**src/inc/flad_pkg.sv**
```systemverilog
// Shared constants, register map and types of the fault latch and autoretry block
package flad_pkg;
	// ----------------------------------------------------------------
	// Sizes and timing
	// ----------------------------------------------------------------
	localparam int unsigned NUM_OUT = 4;
	localparam int unsigned ADDR_W = 4;
	localparam int unsigned DATA_W = 32;
	localparam int unsigned CLK_PERIOD_NS = 50;
	localparam int unsigned US_NS = 1000;
	localparam int unsigned US_CYCLES = (US_NS + CLK_PERIOD_NS - 1) / CLK_PERIOD_NS;
	localparam int unsigned RETRY_INTERVAL_US = 5000;
	localparam int unsigned LED_CHECK_US = 1000;
	localparam int unsigned RETRY_MAX = 16;
	localparam int unsigned TIMER_W = 16;

	// ----------------------------------------------------------------
	// Register offsets
	// ----------------------------------------------------------------
	localparam logic [ADDR_W-1:0] ADR_CTRL = 4'h0;
	localparam logic [ADDR_W-1:0] ADR_DIAG_DIS = 4'h1;
	localparam logic [ADDR_W-1:0] ADR_OUT_CMD = 4'h2;
	localparam logic [ADDR_W-1:0] ADR_STATUS = 4'h3;
	localparam logic [ADDR_W-1:0] ADR_STATE = 4'h4;

	// ----------------------------------------------------------------
	// Field positions and reset values
	// ----------------------------------------------------------------
	localparam int unsigned CTRL_OVERVOLTAGE_SHUTDOWN_DISABLE = 0;
	localparam int unsigned CTRL_VDD_FAIL_EN = 1;
	localparam int unsigned CTRL_RETRY_DIS = 2;
	localparam int unsigned DIS_OS = 0;
	localparam int unsigned DIS_OLOFF = 4;
	localparam int unsigned DIS_OPEN_LOAD_ON_FLAG = 8;
	localparam int unsigned DIS_LED = 12;
	localparam int unsigned CMD_ON = 0;
	localparam int unsigned CMD_FULL = 4;
	localparam int unsigned STAT_SC = 0;
	localparam int unsigned STAT_OC = 4;
	localparam int unsigned STAT_OT = 8;
	localparam int unsigned STAT_OS = 12;
	localparam int unsigned STAT_OLOFF = 16;
	localparam int unsigned STAT_OPEN_LOAD_ON_FLAG = 20;
	localparam int unsigned STAT_OVF = 24;
	localparam int unsigned STAT_UV = 25;
	localparam int unsigned STAT_OTW = 26;
	localparam int unsigned STATE_SW = 0;
	localparam int unsigned STATE_LAT = 4;
	localparam int unsigned STATE_EXH = 8;
	localparam int unsigned STATE_FS = 12;
	localparam logic [2:0] CTRL_RST = 3'h0;
	localparam logic [3:0] PER_OUT_RST = 4'h0;

	// ----------------------------------------------------------------
	// Retry sequencer states
	// ----------------------------------------------------------------
	typedef enum logic [2:0] {
		RT_IDLE = 3'b001,
		RT_WAIT = 3'b010,
		RT_SPENT = 3'b100
	} flad_retry_state_t;
endpackage : flad_pkg

```
**src/rtl/flad_top.sv**
```systemverilog
// Fault latching, fault pin, clear-on-read status and autoretry of a four-output switch
//
// The address map and the plain strobed port are this design's own decisions.
`timescale 1ns/1ps
// Functional notes
// - Severe short latches output off, pulls fault pin low, sets short flag
// - Severe short releases only by off-on toggle after removal, power-on or logic-supply failure without undervoltage
// - Status read clears the short fault flags
// - Overvoltage with protection on: all outputs off, pin low, flag set
// - Shutdown disabled: overvoltage only flagged; read clears once condition gone
// - Fail-safe mode: overvoltage shutdown follows wake/reset pin level
// - Undervoltage turns outputs off, pulls pin low, sets undervoltage flag
// - Recovery with outputs off releases pin; flag held until read
// - Recovery with output on keeps pin low until retry or toggle
// - Logic-supply failure without undervoltage, or supply power-on, resets latches and short, overcurrent, overtemperature and supply flags
// - Logic supply lost or enabled failure resets registers to defaults
// - Retry request per output from overcurrent, overtemperature or undervoltage
// - Retry after one interval, at most sixteen attempts per output
// - Mode change or retry-disable toggle clears attempt counters
// - Every retry restores the inrush overcurrent profile
// - Short to supply on off output sets both flags; pin real time
// - Short-to-supply check disabled per output by a register bit
// - Off-state open load sets flag, clears on read, disable per output
// - On-state open load sets flag, output and pin untouched
// - LED mode checks once per period, fully on, after one period
// - Normal mode latches temperature prewarning, cleared only by read
// - Supply clamp cancels turn-off and switches all outputs on
// - First status read returns latched faults and clears them
module flad_top
	import flad_pkg::*;
#(
	parameter int unsigned RETRY_US = flad_pkg::RETRY_INTERVAL_US,
	parameter int unsigned LED_US = flad_pkg::LED_CHECK_US
) (
	input wire logic sys_clk, // 20 MHz system clock
	input wire logic resetn, // Synchronous reset, active low
	input wire logic [flad_pkg::ADDR_W-1:0] addr, // Register address
	input wire logic [flad_pkg::DATA_W-1:0] wdata, // Write data
	input wire logic wr_en, // Write strobe
	input wire logic rd_en, // Read strobe
	output logic [flad_pkg::DATA_W-1:0] rdata, // Read data, cycle after strobe
	input wire logic [flad_pkg::NUM_OUT-1:0] sev_short_det, // Severe short seen
	input wire logic [flad_pkg::NUM_OUT-1:0] overcurrent_det, // Overcurrent seen
	input wire logic [flad_pkg::NUM_OUT-1:0] overtemp_det, // Overtemperature seen
	input wire logic [flad_pkg::NUM_OUT-1:0] short_supply_det, // Output above short level
	input wire logic [flad_pkg::NUM_OUT-1:0] open_off_det, // Off-state open load seen
	input wire logic [flad_pkg::NUM_OUT-1:0] open_on_det, // Load current below threshold
	input wire logic overvoltage_det, // Battery supply overvoltage
	input wire logic undervoltage_det, // Battery supply undervoltage
	input wire logic clamp_det, // Battery supply above clamp level
	input wire logic temp_warn_det, // Ground flag above warning level
	input wire logic logic_supply_fail, // Logic supply below fail level
	input wire logic logic_supply_lost, // Logic supply disconnected
	input wire logic supply_por, // Both supplies below power-on level
	input wire logic wake_reset_pin, // Wake/reset pin level
	input wire logic fail_safe_mode, // Device in fail-safe mode
	output logic [flad_pkg::NUM_OUT-1:0] switched_outputs, // Gate enables
	output logic fault_flag_pin_n, // Fault flag pin, low on fault
	output logic [flad_pkg::NUM_OUT-1:0] inrush_restore // Pulse: default inrush profile
);
	localparam int unsigned SYNC_W = 6 * NUM_OUT + 9;
	localparam logic [4:0] US_LAST = 5'(US_CYCLES - 1);
	localparam logic [TIMER_W-1:0] LED_LAST = TIMER_W'(LED_US - 1);

	typedef struct packed {
		logic [2:0] ctrl;
		logic [NUM_OUT-1:0] os_dis;
		logic [NUM_OUT-1:0] oloff_dis;
		logic [NUM_OUT-1:0] open_load_on_flag_dis;
		logic [NUM_OUT-1:0] led_sel;
		logic [NUM_OUT-1:0] cmd_on;
		logic [NUM_OUT-1:0] duty_full;
		logic [NUM_OUT-1:0] cmd_prev;
		logic [NUM_OUT-1:0] sc_flags;
		logic [NUM_OUT-1:0] oc_flags;
		logic [NUM_OUT-1:0] ot_flags;
		logic [NUM_OUT-1:0] os_flags;
		logic [NUM_OUT-1:0] oloff_flags;
		logic [NUM_OUT-1:0] open_load_on_flag_flags;
		logic ovf;
		logic uvf;
		logic temp_prewarning_flag;
		logic [NUM_OUT-1:0] sc_lat;
		logic [NUM_OUT-1:0] ret_lat;
		logic [NUM_OUT-1:0] led_armed;
		logic mode_prev;
		logic retry_dis_prev;
		logic [4:0] us_div;
		logic tick_us;
		logic [TIMER_W-1:0] led_cnt;
		logic led_tick;
		logic [NUM_OUT-1:0] sw;
		logic fault_n;
		logic [NUM_OUT-1:0] inrush;
		logic [DATA_W-1:0] rdata;
	} flad_state_t;

	localparam flad_state_t ST_RESET = '{fault_n: 1'b1, default: '0};

	flad_state_t q;
	flad_state_t n;
	logic [SYNC_W-1:0] sync_v;
	logic [NUM_OUT-1:0] s_sc, s_oc, s_ot, s_os, s_oloff, s_open_load_on_flag;
	logic s_ov, s_uv, s_clamp, s_otw, s_vfail, s_vlost, s_por, s_wake, s_fs;
	logic [NUM_OUT-1:0] fire;
	logic [NUM_OUT-1:0] exhausted;
	logic [NUM_OUT-1:0] cmd_rise;
	logic ov_en;
	logic ov_shut;
	logic rd_stat;
	logic fault_reset;
	logic reg_reset;
	logic retry_clear_all;

	// ----------------------------------------------------------------
	// Input synchronisation
	// ----------------------------------------------------------------
	flad_sync #(.W(SYNC_W)) u_sync (
		.sys_clk(sys_clk),
		.resetn(resetn),
		.async_in({sev_short_det, overcurrent_det, overtemp_det, short_supply_det,
			open_off_det, open_on_det, overvoltage_det, undervoltage_det, clamp_det,
			temp_warn_det, logic_supply_fail, logic_supply_lost, supply_por,
			wake_reset_pin, fail_safe_mode}),
		.sync_out(sync_v)
	);

	assign {s_sc, s_oc, s_ot, s_os, s_oloff, s_open_load_on_flag, s_ov, s_uv, s_clamp, s_otw,
		s_vfail, s_vlost, s_por, s_wake, s_fs} = sync_v;

	// ----------------------------------------------------------------
	// Shared conditions
	// ----------------------------------------------------------------
	assign cmd_rise = q.cmd_on & ~q.cmd_prev;
	assign ov_en = s_fs ? s_wake : !q.ctrl[CTRL_OVERVOLTAGE_SHUTDOWN_DISABLE];
	assign ov_shut = ov_en && s_ov;
	assign rd_stat = rd_en && (addr == ADR_STATUS);
	assign fault_reset = (s_vfail && !s_uv) || s_por;
	assign reg_reset = s_vlost || (s_vfail && q.ctrl[CTRL_VDD_FAIL_EN]);
	assign retry_clear_all = (s_fs != q.mode_prev) ||
		(q.ctrl[CTRL_RETRY_DIS] != q.retry_dis_prev);

	// ----------------------------------------------------------------
	// Autoretry sequencers, one per output
	// ----------------------------------------------------------------
	for (genvar i = 0; i < NUM_OUT; i++) begin : g_retry
		flad_retry #(.INTERVAL_US(RETRY_US), .MAX_TRIES(RETRY_MAX)) u_retry (
			.sys_clk(sys_clk),
			.resetn(resetn),
			.tick_us(q.tick_us),
			.clear(retry_clear_all || cmd_rise[i] || fault_reset),
			.enable(!q.ctrl[CTRL_RETRY_DIS]),
			.request(q.ret_lat[i] && (q.oc_flags[i] || q.ot_flags[i] || q.uvf)),
			.fire(fire[i]),
			.exhausted(exhausted[i])
		);
	end

	// ----------------------------------------------------------------
	// Next state
	// ----------------------------------------------------------------
	always_comb begin
		logic [NUM_OUT-1:0] os_set;
		logic [NUM_OUT-1:0] oloff_set;
		logic [NUM_OUT-1:0] open_load_on_flag_set;
		logic [NUM_OUT-1:0] keep;
		logic [NUM_OUT-1:0] gone;
		os_set = '0;
		oloff_set = '0;
		open_load_on_flag_set = '0;
		keep = '0;
		gone = '0;
		n = q;
		n.rdata = '0;
		n.cmd_prev = q.cmd_on;
		n.mode_prev = s_fs;
		n.retry_dis_prev = q.ctrl[CTRL_RETRY_DIS];

		// Microsecond and LED check period dividers
		n.tick_us = (q.us_div == US_LAST);
		n.us_div = n.tick_us ? 5'h00 : q.us_div + 5'h01;
		n.led_tick = 1'b0;
		if (q.tick_us) begin
			n.led_tick = (q.led_cnt == LED_LAST);
			n.led_cnt = n.led_tick ? '0 : q.led_cnt + 16'h0001;
		end

		// Register writes
		if (wr_en) begin
			if (addr == ADR_CTRL) begin
				n.ctrl = wdata[2:0];
			end else if (addr == ADR_DIAG_DIS) begin
				n.os_dis = wdata[DIS_OS +: NUM_OUT];
				n.oloff_dis = wdata[DIS_OLOFF +: NUM_OUT];
				n.open_load_on_flag_dis = wdata[DIS_OPEN_LOAD_ON_FLAG +: NUM_OUT];
				n.led_sel = wdata[DIS_LED +: NUM_OUT];
			end else if (addr == ADR_OUT_CMD) begin
				n.cmd_on = wdata[CMD_ON +: NUM_OUT];
				n.duty_full = wdata[CMD_FULL +: NUM_OUT];
			end
		end

		// Register reads, status snapshot before the clear
		if (rd_en) begin
			if (addr == ADR_STATUS) begin
				n.rdata[STAT_SC +: NUM_OUT] = q.sc_flags;
				n.rdata[STAT_OC +: NUM_OUT] = q.oc_flags;
				n.rdata[STAT_OT +: NUM_OUT] = q.ot_flags;
				n.rdata[STAT_OS +: NUM_OUT] = q.os_flags;
				n.rdata[STAT_OLOFF +: NUM_OUT] = q.oloff_flags;
				n.rdata[STAT_OPEN_LOAD_ON_FLAG +: NUM_OUT] = q.open_load_on_flag_flags;
				n.rdata[STAT_OVF] = q.ovf;
				n.rdata[STAT_UV] = q.uvf;
				n.rdata[STAT_OTW] = q.temp_prewarning_flag;
			end else if (addr == ADR_CTRL) begin
				n.rdata[2:0] = q.ctrl;
			end else if (addr == ADR_DIAG_DIS) begin
				n.rdata[15:0] = {q.led_sel, q.open_load_on_flag_dis, q.oloff_dis, q.os_dis};
			end else if (addr == ADR_OUT_CMD) begin
				n.rdata[7:0] = {q.duty_full, q.cmd_on};
			end else if (addr == ADR_STATE) begin
				n.rdata[STATE_SW +: NUM_OUT] = q.sw;
				n.rdata[STATE_LAT +: NUM_OUT] = q.sc_lat | q.ret_lat;
				n.rdata[STATE_EXH +: NUM_OUT] = exhausted;
				n.rdata[STATE_FS] = s_fs;
			end
		end

		// Diagnostic set terms
		keep = rd_stat ? '0 : '1;
		os_set = s_os & ~q.sw & ~q.os_dis;
		oloff_set = os_set | (s_oloff & ~q.sw & ~q.oloff_dis);
		for (int i = 0; i < NUM_OUT; i++) begin
			if (!(q.sw[i] && q.duty_full[i])) begin
				n.led_armed[i] = 1'b0;
			end else if (q.led_tick) begin
				n.led_armed[i] = 1'b1;
			end
			if (q.led_sel[i]) begin
				open_load_on_flag_set[i] = q.led_tick && q.led_armed[i] && q.duty_full[i] && q.sw[i] &&
					s_open_load_on_flag[i] && !q.open_load_on_flag_dis[i];
			end else begin
				open_load_on_flag_set[i] = q.sw[i] && s_open_load_on_flag[i] && !q.open_load_on_flag_dis[i];
			end
		end

		// Sticky flags: a set in the clearing cycle wins
		n.sc_flags = s_sc | (q.sc_flags & keep);
		n.oc_flags = s_oc | (q.oc_flags & keep);
		n.ot_flags = s_ot | (q.ot_flags & keep);
		n.os_flags = os_set | (q.os_flags & keep);
		n.oloff_flags = oloff_set | (q.oloff_flags & keep);
		n.open_load_on_flag_flags = open_load_on_flag_set | (q.open_load_on_flag_flags & keep);
		n.ovf = s_ov | (q.ovf & !rd_stat);
		n.uvf = s_uv | (q.uvf & !rd_stat);
		n.temp_prewarning_flag = (s_otw && !s_fs) || (q.temp_prewarning_flag && !rd_stat);

		// Output latches: release first, then set
		gone = ~(s_oc | s_ot | {NUM_OUT{s_uv}});
		n.sc_lat = (q.sc_lat & ~(cmd_rise & ~s_sc)) | s_sc;
		n.ret_lat = (q.ret_lat & ~((cmd_rise | fire) & gone)) |
			((s_oc | s_ot | {NUM_OUT{s_uv}}) & q.cmd_on);
		n.inrush = fire | cmd_rise;

		// Supply events
		if (fault_reset) begin
			n.sc_lat = '0;
			n.ret_lat = '0;
			n.sc_flags = '0;
			n.oc_flags = '0;
			n.ot_flags = '0;
			n.ovf = 1'b0;
			n.uvf = 1'b0;
		end
		if (reg_reset) begin
			n.ctrl = CTRL_RST;
			n.os_dis = PER_OUT_RST;
			n.oloff_dis = PER_OUT_RST;
			n.open_load_on_flag_dis = PER_OUT_RST;
			n.led_sel = PER_OUT_RST;
			n.cmd_on = PER_OUT_RST;
			n.duty_full = PER_OUT_RST;
		end

		// Gate drive and fault pin
		if (s_clamp) begin
			n.sw = '1;
		end else begin
			n.sw = n.cmd_on & ~n.sc_lat & ~n.ret_lat & ~{NUM_OUT{s_uv || ov_shut}};
		end
		n.fault_n = !(|n.sc_lat || |n.ret_lat || ov_shut || s_uv ||
			|(s_ot & ~n.cmd_on) || |oloff_set);
	end

	always_ff @(posedge sys_clk) begin
		if (!resetn) begin
			q <= ST_RESET;
		end else begin
			q <= n;
		end
	end

	assign switched_outputs = q.sw;
	assign fault_flag_pin_n = q.fault_n;
	assign inrush_restore = q.inrush;
	assign rdata = q.rdata;
endmodule : flad_top

```
**src/rtl/flad_sync.sv**
```systemverilog
// Two-stage synchroniser for the comparator and pin inputs
`timescale 1ns/1ps
module flad_sync #(
	parameter int unsigned W = 8
) (
	input wire logic sys_clk, // System clock
	input wire logic resetn, // Synchronous reset, active low
	input wire logic [W-1:0] async_in, // Inputs from outside the clock domain
	output logic [W-1:0] sync_out // Synchronised copy
);
	typedef struct packed {
		logic [W-1:0] meta;
		logic [W-1:0] stable;
	} flad_sync_t;

	flad_sync_t q;
	flad_sync_t n;

	always_comb begin
		n.meta = async_in;
		n.stable = q.meta;
	end

	always_ff @(posedge sys_clk) begin
		if (!resetn) begin
			q <= '0;
		end else begin
			q <= n;
		end
	end

	assign sync_out = q.stable;
endmodule : flad_sync

```
**src/rtl/flad_retry.sv**
```systemverilog
// Autoretry sequencer for one output: interval timer and attempt counter
`timescale 1ns/1ps
module flad_retry
	import flad_pkg::*;
#(
	parameter int unsigned INTERVAL_US = flad_pkg::RETRY_INTERVAL_US,
	parameter int unsigned MAX_TRIES = flad_pkg::RETRY_MAX
) (
	input wire logic sys_clk, // System clock
	input wire logic resetn, // Synchronous reset, active low
	input wire logic tick_us, // One-cycle pulse every microsecond
	input wire logic clear, // Restart count and attempts
	input wire logic enable, // Autoretry allowed
	input wire logic request, // Output latched off with a retry cause
	output logic fire, // One-cycle pulse: attempt a restart
	output logic exhausted // All attempts used
);
	// Partial first microsecond plus a full interval before the first attempt
	localparam logic [TIMER_W-1:0] LAST_US = TIMER_W'(INTERVAL_US);
	localparam logic [4:0] TRY_LAST = 5'(MAX_TRIES);

	typedef struct packed {
		flad_retry_state_t state;
		logic [TIMER_W-1:0] cnt;
		logic [4:0] tries;
		logic fire;
	} flad_rt_t;

	flad_rt_t q;
	flad_rt_t n;

	always_comb begin
		n = q;
		n.fire = 1'b0;
		case (q.state)
			RT_IDLE: begin
				n.cnt = '0;
				if (enable && request) begin
					n.state = RT_WAIT;
				end
			end
			RT_WAIT: begin
				if (!enable || !request) begin
					n.state = RT_IDLE;
				end else if (tick_us) begin
					if (q.cnt == LAST_US) begin
						// Firing tick already opens the next interval
						n.cnt = TIMER_W'(1);
						n.fire = 1'b1;
						n.tries = q.tries + 5'h1;
						if (n.tries == TRY_LAST) begin
							n.state = RT_SPENT;
						end
					end else begin
						n.cnt = q.cnt + 16'h0001;
					end
				end
			end
			RT_SPENT: begin
				n.cnt = '0;
			end
			default: begin
				n.state = RT_IDLE;
			end
		endcase
		if (clear) begin
			n.state = RT_IDLE;
			n.cnt = '0;
			n.tries = '0;
		end
	end

	always_ff @(posedge sys_clk) begin
		if (!resetn) begin
			q <= '{state: RT_IDLE, default: '0};
		end else begin
			q <= n;
		end
	end

	assign fire = q.fire;
	assign exhausted = (q.state == RT_SPENT);
endmodule : flad_retry

```
**config.mk**
```make
export PLATFORM = sky130hd
export DESIGN_NAME = flad_top
export DESIGN_NICKNAME = d
export VERILOG_FILES = /design/src/inc/flad_pkg.sv /design/src/rtl/flad_top.sv /design/src/rtl/flad_sync.sv /design/src/rtl/flad_retry.sv
export SDC_FILE = /design/constraint.sdc
export NUM_CORES = 1
export LEC_CHECK = 0
export BUFFER_PORTS_ARGS = -buffer_cell sky130_fd_sc_hd__buf_2
export CORE_MARGIN = 10
export CORE_UTILIZATION = 55
export DETAILED_ROUTE_END_ITERATION = 6
export GPL_ROUTABILITY_DRIVEN = 0
export PLACE_DENSITY = 0.81
export RECOVER_POWER = 50
export SKIP_LAST_GASP = 1
export SLEW_MARGIN = 20
export SYNTH_ARGS = -nofsm -noshare
export SYNTH_HDL_FRONTEND = slang
export SYNTH_SLANG_ARGS = --single-unit
```
**constraint.sdc**
```tcl
create_clock -name sys_clk -period 4.11 [get_ports sys_clk]
set_input_delay 0.2055 -clock sys_clk [delete_from_list [all_inputs] [get_ports sys_clk]]
set_output_delay 0.2055 -clock sys_clk [all_outputs]
set_load 0.1 [all_outputs]
```
==> impl_metrics.ini, run 1 <==
[power]
total_power_uw = 6390
cellPowerDensity_nw_per_um2 = 436
peakVddDrop_mv = 0.367
p_leak_uw = 0.00522

[worst_setup_path]
path_max_fanout = 26
crit_type = flop to flop
end_kind = flop
cp.required_ns = 4.57
cp-start-kind = flop
cp.arrival_ns = 3.37

[cts]
clock-root-buffer = clkbuf_16
clockBufferDepth = 3
cts_tree = built
cts_inserted_buffers = 30
path_clk_slew_ns = 0.06
cts_setup_buffers = 0
clkSinkCount = 297
clk_latency_ns = 0.57
htreeDepth = 1

[timing]
rsz0062_at_grt = no
fmax_mhz = 344
clock_skew_ns = 0.0194
final_max_slew_viol_count = 29
tns_ns = 0
slew_headroom = -0.0271
worstMarginPinSlew_ns = 1.54
setup_viol = 0
period_share = 0.708
hold_viol = 0
min_period_ns = 2.91

[routing]
via_per_inst = 5.89
wl_per_cell_um = 17.6
antenna_left = 0
dr.pass1.iters = 6
drtIter0Drc = 1039
vias = 10700
drt_wl_total_um = 31800
drcViolationCount = 0

[synth]
synth_ff_type = dfxtp_1
seq_area_frac_synth = 0.470
synth_xor_area_frac = 0.0485
yosys_register_bits = 297
synth.largest_area_cell = dfxtp_1
synth_compound_area_frac = 0.147
syn_area_per_cell_um2 = 8.98
synth_common_cells = dfxtp_1 (297), nor2_1 (131), a21oi_1 (115)
async_reset_ff_frac = 0
yosys-top-cells-area = dfxtp_1 (47%), and2_1 (4.6%), a21oi_1 (4.6%), nor2_1 (3.9%), nand2_1 (3.2%)
netlist_instances = 1408
synth-adder-area-share = 0.0178
yosys.cell_types.count = 82
synthMuxAreaShare = 0.00396
synth_edf_count = 0
synth_warnings = 0
synth_area_um2 = 12600
yosys.area_share.simple = 0.260
yosysTopAreaCellShare = 0.470
synth_most_common_cell = dfxtp_1
synth_top_family_by_area = simple AND/OR/NAND/NOR gates

[global_route]
grt.total_usage = 0.211
antenna_found_initial = 1
grt-ovfl-total = 0
first_global_vias = 10100
grt_pass1_wl_um = 51100
grt_max_degree = 87

[finish]
syn2layout_area_growth_pct = 15.8
fill_cells = 1747
drive_gt1_frac = 0.0938
nNetsFinal = 1591

[outcome]
violations = max-capacitance violations, max-slew violations
status = finished with violations

[flow_run]
maxCapViolCount = 1

[placement]
port_buffers = 92
dpl.hpwl_um = 20400

[floorplan]
die_w_um = 172
dieArea_um2 = 29500
start_util = 0.559
coreArea_um2 = 22600
rows = 55
ioPinCount = 114
die_y_um = 172

[hold_path]
hold_class = input port to flop
-- worst paths after layout --
kind	to	cells after the start	slack, ns	startpoint
min	rdata[2]$_SDFF_PN0_	3	0.04	rd_en
max reg2reg	g_retry[1].u_retry.q[8]$_SDFFE_PP0P_	5	1.20	u_sync.sync_out[7]$_SDFF_PN0_
min reg2reg	u_sync.sync_out[7]$_SDFF_PN0_	1	0.43	u_sync.n[7]$_SDFF_PN0_
max	g_retry[1].u_retry.q[8]$_SDFFE_PP0P_	5	1.20	u_sync.sync_out[7]$_SDFF_PN0_
-- logic make-up (layout without fill, tap and decap cells) --
| group | after synthesis | after routing |
|---|---|---|
| fa+ha+maj | 18 | 18 |
| mux | 5 | 5 |
| simple gates | 602 | 602 |
| xor+xnor | 70 | 70 |
| compound gates | 288 | 288 |
| buf+inv | 127 | 239 |
| flops | 297 | 297 |
| other cells | 1 | 6 |
-- cell usage in the layout (no fill, tap or decap), drive strengths merged, types with 11 or more instances in the layout --
| master | instances |
|---|---|
| dfxtp | 297 |
| nor2 | 131 |
| a21oi | 115 |
| nand2 | 108 |
| and2 | 94 |
| clkbuf | 71 |
| buf | 70 |
| nand3 | 55 |
| o21ai | 51 |
| dlygate4sd3 | 49 |
| xnor2 | 41 |
| xor2 | 29 |
| inv | 28 |
| nor3 | 26 |
| or3 | 26 |
| nand4 | 23 |
| nand2b | 21 |
| ha | 18 |
| nor2b | 17 |
| a211oi | 16 |
| and3 | 14 |
| o2111ai | 13 |
| o31ai | 11 |
| or4 | 11 |
-- metal layers --
metal | global-route usage | share of wire | routed length [µm]
met5 | 0 | 0 | 0
met4 | 0.0578 | 0.019 | 596
met3 | 0.0332 | 0.071 | 2260
met2 | 0.362 | 0.49 | 15600
met1 | 0.268 | 0.42 | 13400
-- power by group --
group	switching [µW]	internal [µW]
Clock	1180	1950
Sequential	38.0	2930
Combinational	174	105
Total	1400	4990
-- metrics by stage --
stage,instances,area (µm²),setup slack (ns),util,hold WS [ns]
floorplan,1412,12700,2.17,-,0.333
global placement,1704,13000,1.37,0.576,0.414
detailed placement,1704,13000,1.27,0.576,0.414
CTS,1809,14700,1.27,0.649,0.0176
global route,1810,14600,1.04,0.647,0.0557
finish,1810,14600,1.20,0.647,0.0366
-- sequential cells by signal, summed over array words and instances (netlist names) --
name	count
g_retry.u_retry.q	96
switched_outputs	4
u_sync.sync_out	33
u_sync.n	33
n	5
q	90
inrush_restore	4
fault_flag_pin_n	1
rdata	27
g_retry.u_retry.fire	4
-- final cells by class --
| type | count | area, µm² | share of cell area |
|---|---|---|---|
| Antenna cell | 1 | 2.50 | 0.000171 |
| Sequential cell | 297 | 5950 | 0.406 |
| Inverter | 27 | 101 | 0.00692 |
| Multi-Input combinational cell | 988 | 6060 | 0.414 |
| Clock inverter | 22 | 383 | 0.0261 |
| Clock buffer | 34 | 786 | 0.0537 |
| Tap cell | 285 | 357 | 0.0244 |
| Timing Repair Buffer | 156 | 1010 | 0.0690 |
-- what timing repair did --
item | CTS | global route
resized for setup | 0 | 0
endpoints found under the setup margin | 0 | 0
hold endpoints to repair | 59 | 0
hold buffers | 49 | 0
-- critical path, cell delays in order (launching register included) --
cell and delay [ns]:
dfxtp_1 0.57, inv_1 0.14, a211o_1 0.65, or3_1 0.68
o21bai_1 0.47, a21oi_1 0.28
(Power assumes the default switching activity.)
==> run 2: changes to the inputs <==
clock period = 3 ns   (was 4.11 ns; I/O delays follow)
==> impl_metrics.ini, run 2 (synthesized netlist as in run 1, its figures left out) <==
[outcome]
status = finished with violations
violations = design-rule violations, max-capacitance violations, max-slew violations

[finish]
largest_reg_flops = 96
syn2layout_area_growth_pct = 15.6
regMostFlops = g_retry.u_retry.q
drive_gt1_frac = 0.101
nNetsFinal = 1599
reg_top3 = g_retry.u_retry.q (96), q (90)
final_common_cell = dfxtp_1
antennaDiodeCount = 0
final_cell_mix = dfxtp_1 (297), nor2_1 (131), a21oi_1 (115)
fin_cells = 1817

[timing]
worstMarginPinSlew_ns = 1.53
clock_skew_ns = 0.0213
setup_viol = 0
final_max_slew_viol_count = 28
fmax_mhz = 372
min_period_ns = 2.68
tns_ns = 0
period_share = 0.895
slew_headroom = -0.0222
rsz0062_at_grt = no
setup_slack_ns = 0.315
hold_viol = 0

[worst_setup_path]
cp-start-kind = flop
crit_chain = inv_1, a211o_1, buf_4, nor2_1, o2111ai_1, a21oi_1
cp.required_ns = 3.46
crit_type = flop to flop
end_kind = flop
cpLargestDelayFamily = compound AO/OA/AOI/OAI gates
crit_slowest_cell = dfxtp_1
crit_buf_inv = 2
cp.arrival_ns = 3.14
rrSetupSlack_ns = 0.32
path_max_fanout = 19
max_stage_delay_ns = 0.58

[routing]
highest_layer = met5
antenna_left = 0
dr.pass1.iters = 7
vias = 10700
drtIter0Drc = 880
drt_wl_total_um = 31500
wl_per_cell_um = 17.3
wirelength_met1_um = 13400
via_per_inst = 5.88
wl_met2_um = 15200
drcViolationCount = 3
wl_met3_um = 2170

[floorplan]
ioPinCount = 114
rows = 55
dieArea_um2 = 29500
coreArea_um2 = 22600
die_y_um = 172
start_util = 0.559
die_w_um = 172

[global_route]
grt_pass1_wl_um = 51900
antenna_found_initial = 1
first_global_vias = 10300
grt.total_usage = 0.212
grt_max_degree = 86
grt-ovfl-total = 0

[flow_run]
maxCapViolCount = 1

[cts]
clk_latency_ns = 0.56
cts_inserted_buffers = 30
path_clk_slew_ns = 0.06
cts_setup_buffers = 0
clock-root-buffer = clkbuf_16
clkSinkCount = 297
htreeDepth = 1
clockBufferDepth = 3
cts_tree = built

[hold_path]
hold_class = input port to flop

[placement]
port_buffers = 92
preCtsSetupSlack_ns = 0.518
dpl.hpwl_um = 20800
dpl.cell_count = 1710

[power]
cellPowerDensity_nw_per_um2 = 580
peakVddDrop_mv = 0.512
p_leak_uw = 0.00524
run 2: cell count changes in the layout (fill, tap and decap cells not counted), sizes merged:
| cell | previous run | this run |
|---|---|---|
| diode | 1 | 0 |
| dlygate4sd3 | 49 | 51 |
| clkinv | 6 | 9 |
| inv | 28 | 27 |
| bufinv | 9 | 6 |
| clkbuf | 71 | 67 |
| buf | 70 | 81 |
run 2: final timing paths:
check                                              startpoint                                    end  cells past startpoint
worst min register to register         u_sync.n[8]$_SDFF_PN0_          u_sync.sync_out[8]$_SDFF_PN0_                      1
worst max-delay path            u_sync.sync_out[7]$_SDFF_PN0_  g_retry[2].u_retry.q[16]$_SDFFE_PP0P_                      6
worst min-delay path                                   resetn                    rdata[2]$_SDFF_PN0_                      3
worst max register to register  u_sync.sync_out[7]$_SDFF_PN0_  g_retry[2].u_retry.q[16]$_SDFFE_PP0P_                      6
run 2: layout make-up:
class,count,area (µm²)
Fill cell,1781,8020
Clock buffer,35,790
Inverter,27,101
Timing Repair Buffer,164,1080
Sequential cell,297,5950
Clock inverter,21,297
Tap cell,285,357
Multi-Input combinational cell,988,6060
run 2: worst register-to-register path, delay by kind of cell, from the launching register on:
family / cells / cell delay, ns
AOI/OAI and AO/OA: 3 / 1.29
DFF: 1 / 0.58
buffers and inverters: 2 / 0.40
and+or+nand+nor: 1 / 0.30
run 2: where the power goes:
| group | switching (µW) | internal [µW] | leakage (µW) |
|---|---|---|---|
| Combinational | 241 | 147 | 0.00231 |
| Sequential | 49.6 | 4020 | 0.00241 |
| Clock | 1600 | 2420 | 0.000515 |
run 2: through the flow:
step	total power, µW	area, µm²	hold WS [ns]	utilization
2_1_floorplan	4360	12700	0.277	-
3_3_place_gp	4470	13100	0.357	0.578
3_5_place_dp	4480	13100	0.358	0.578
4_1_cts	8500	14700	0.000766	0.648
5_1_grt	8720	14600	0.0542	0.646
6_report	8480	14600	0.0712	0.646
run 2: metal layers:
metal / global-route usage / up-vias
met5: 0 / -
met4: 0.0635 / 2
met3: 0.0410 / 66
met2: 0.353 / 384
met1: 0.272 / 5096
li1: - / 5140
run 2: what timing repair did:
| item | 4_1_cts | 5_1_grt |
|---|---|---|
| hold buffers | 51 | 0 |
| resized for setup | 0 | 0 |
| endpoints found under the hold margin | 62 | 0 |
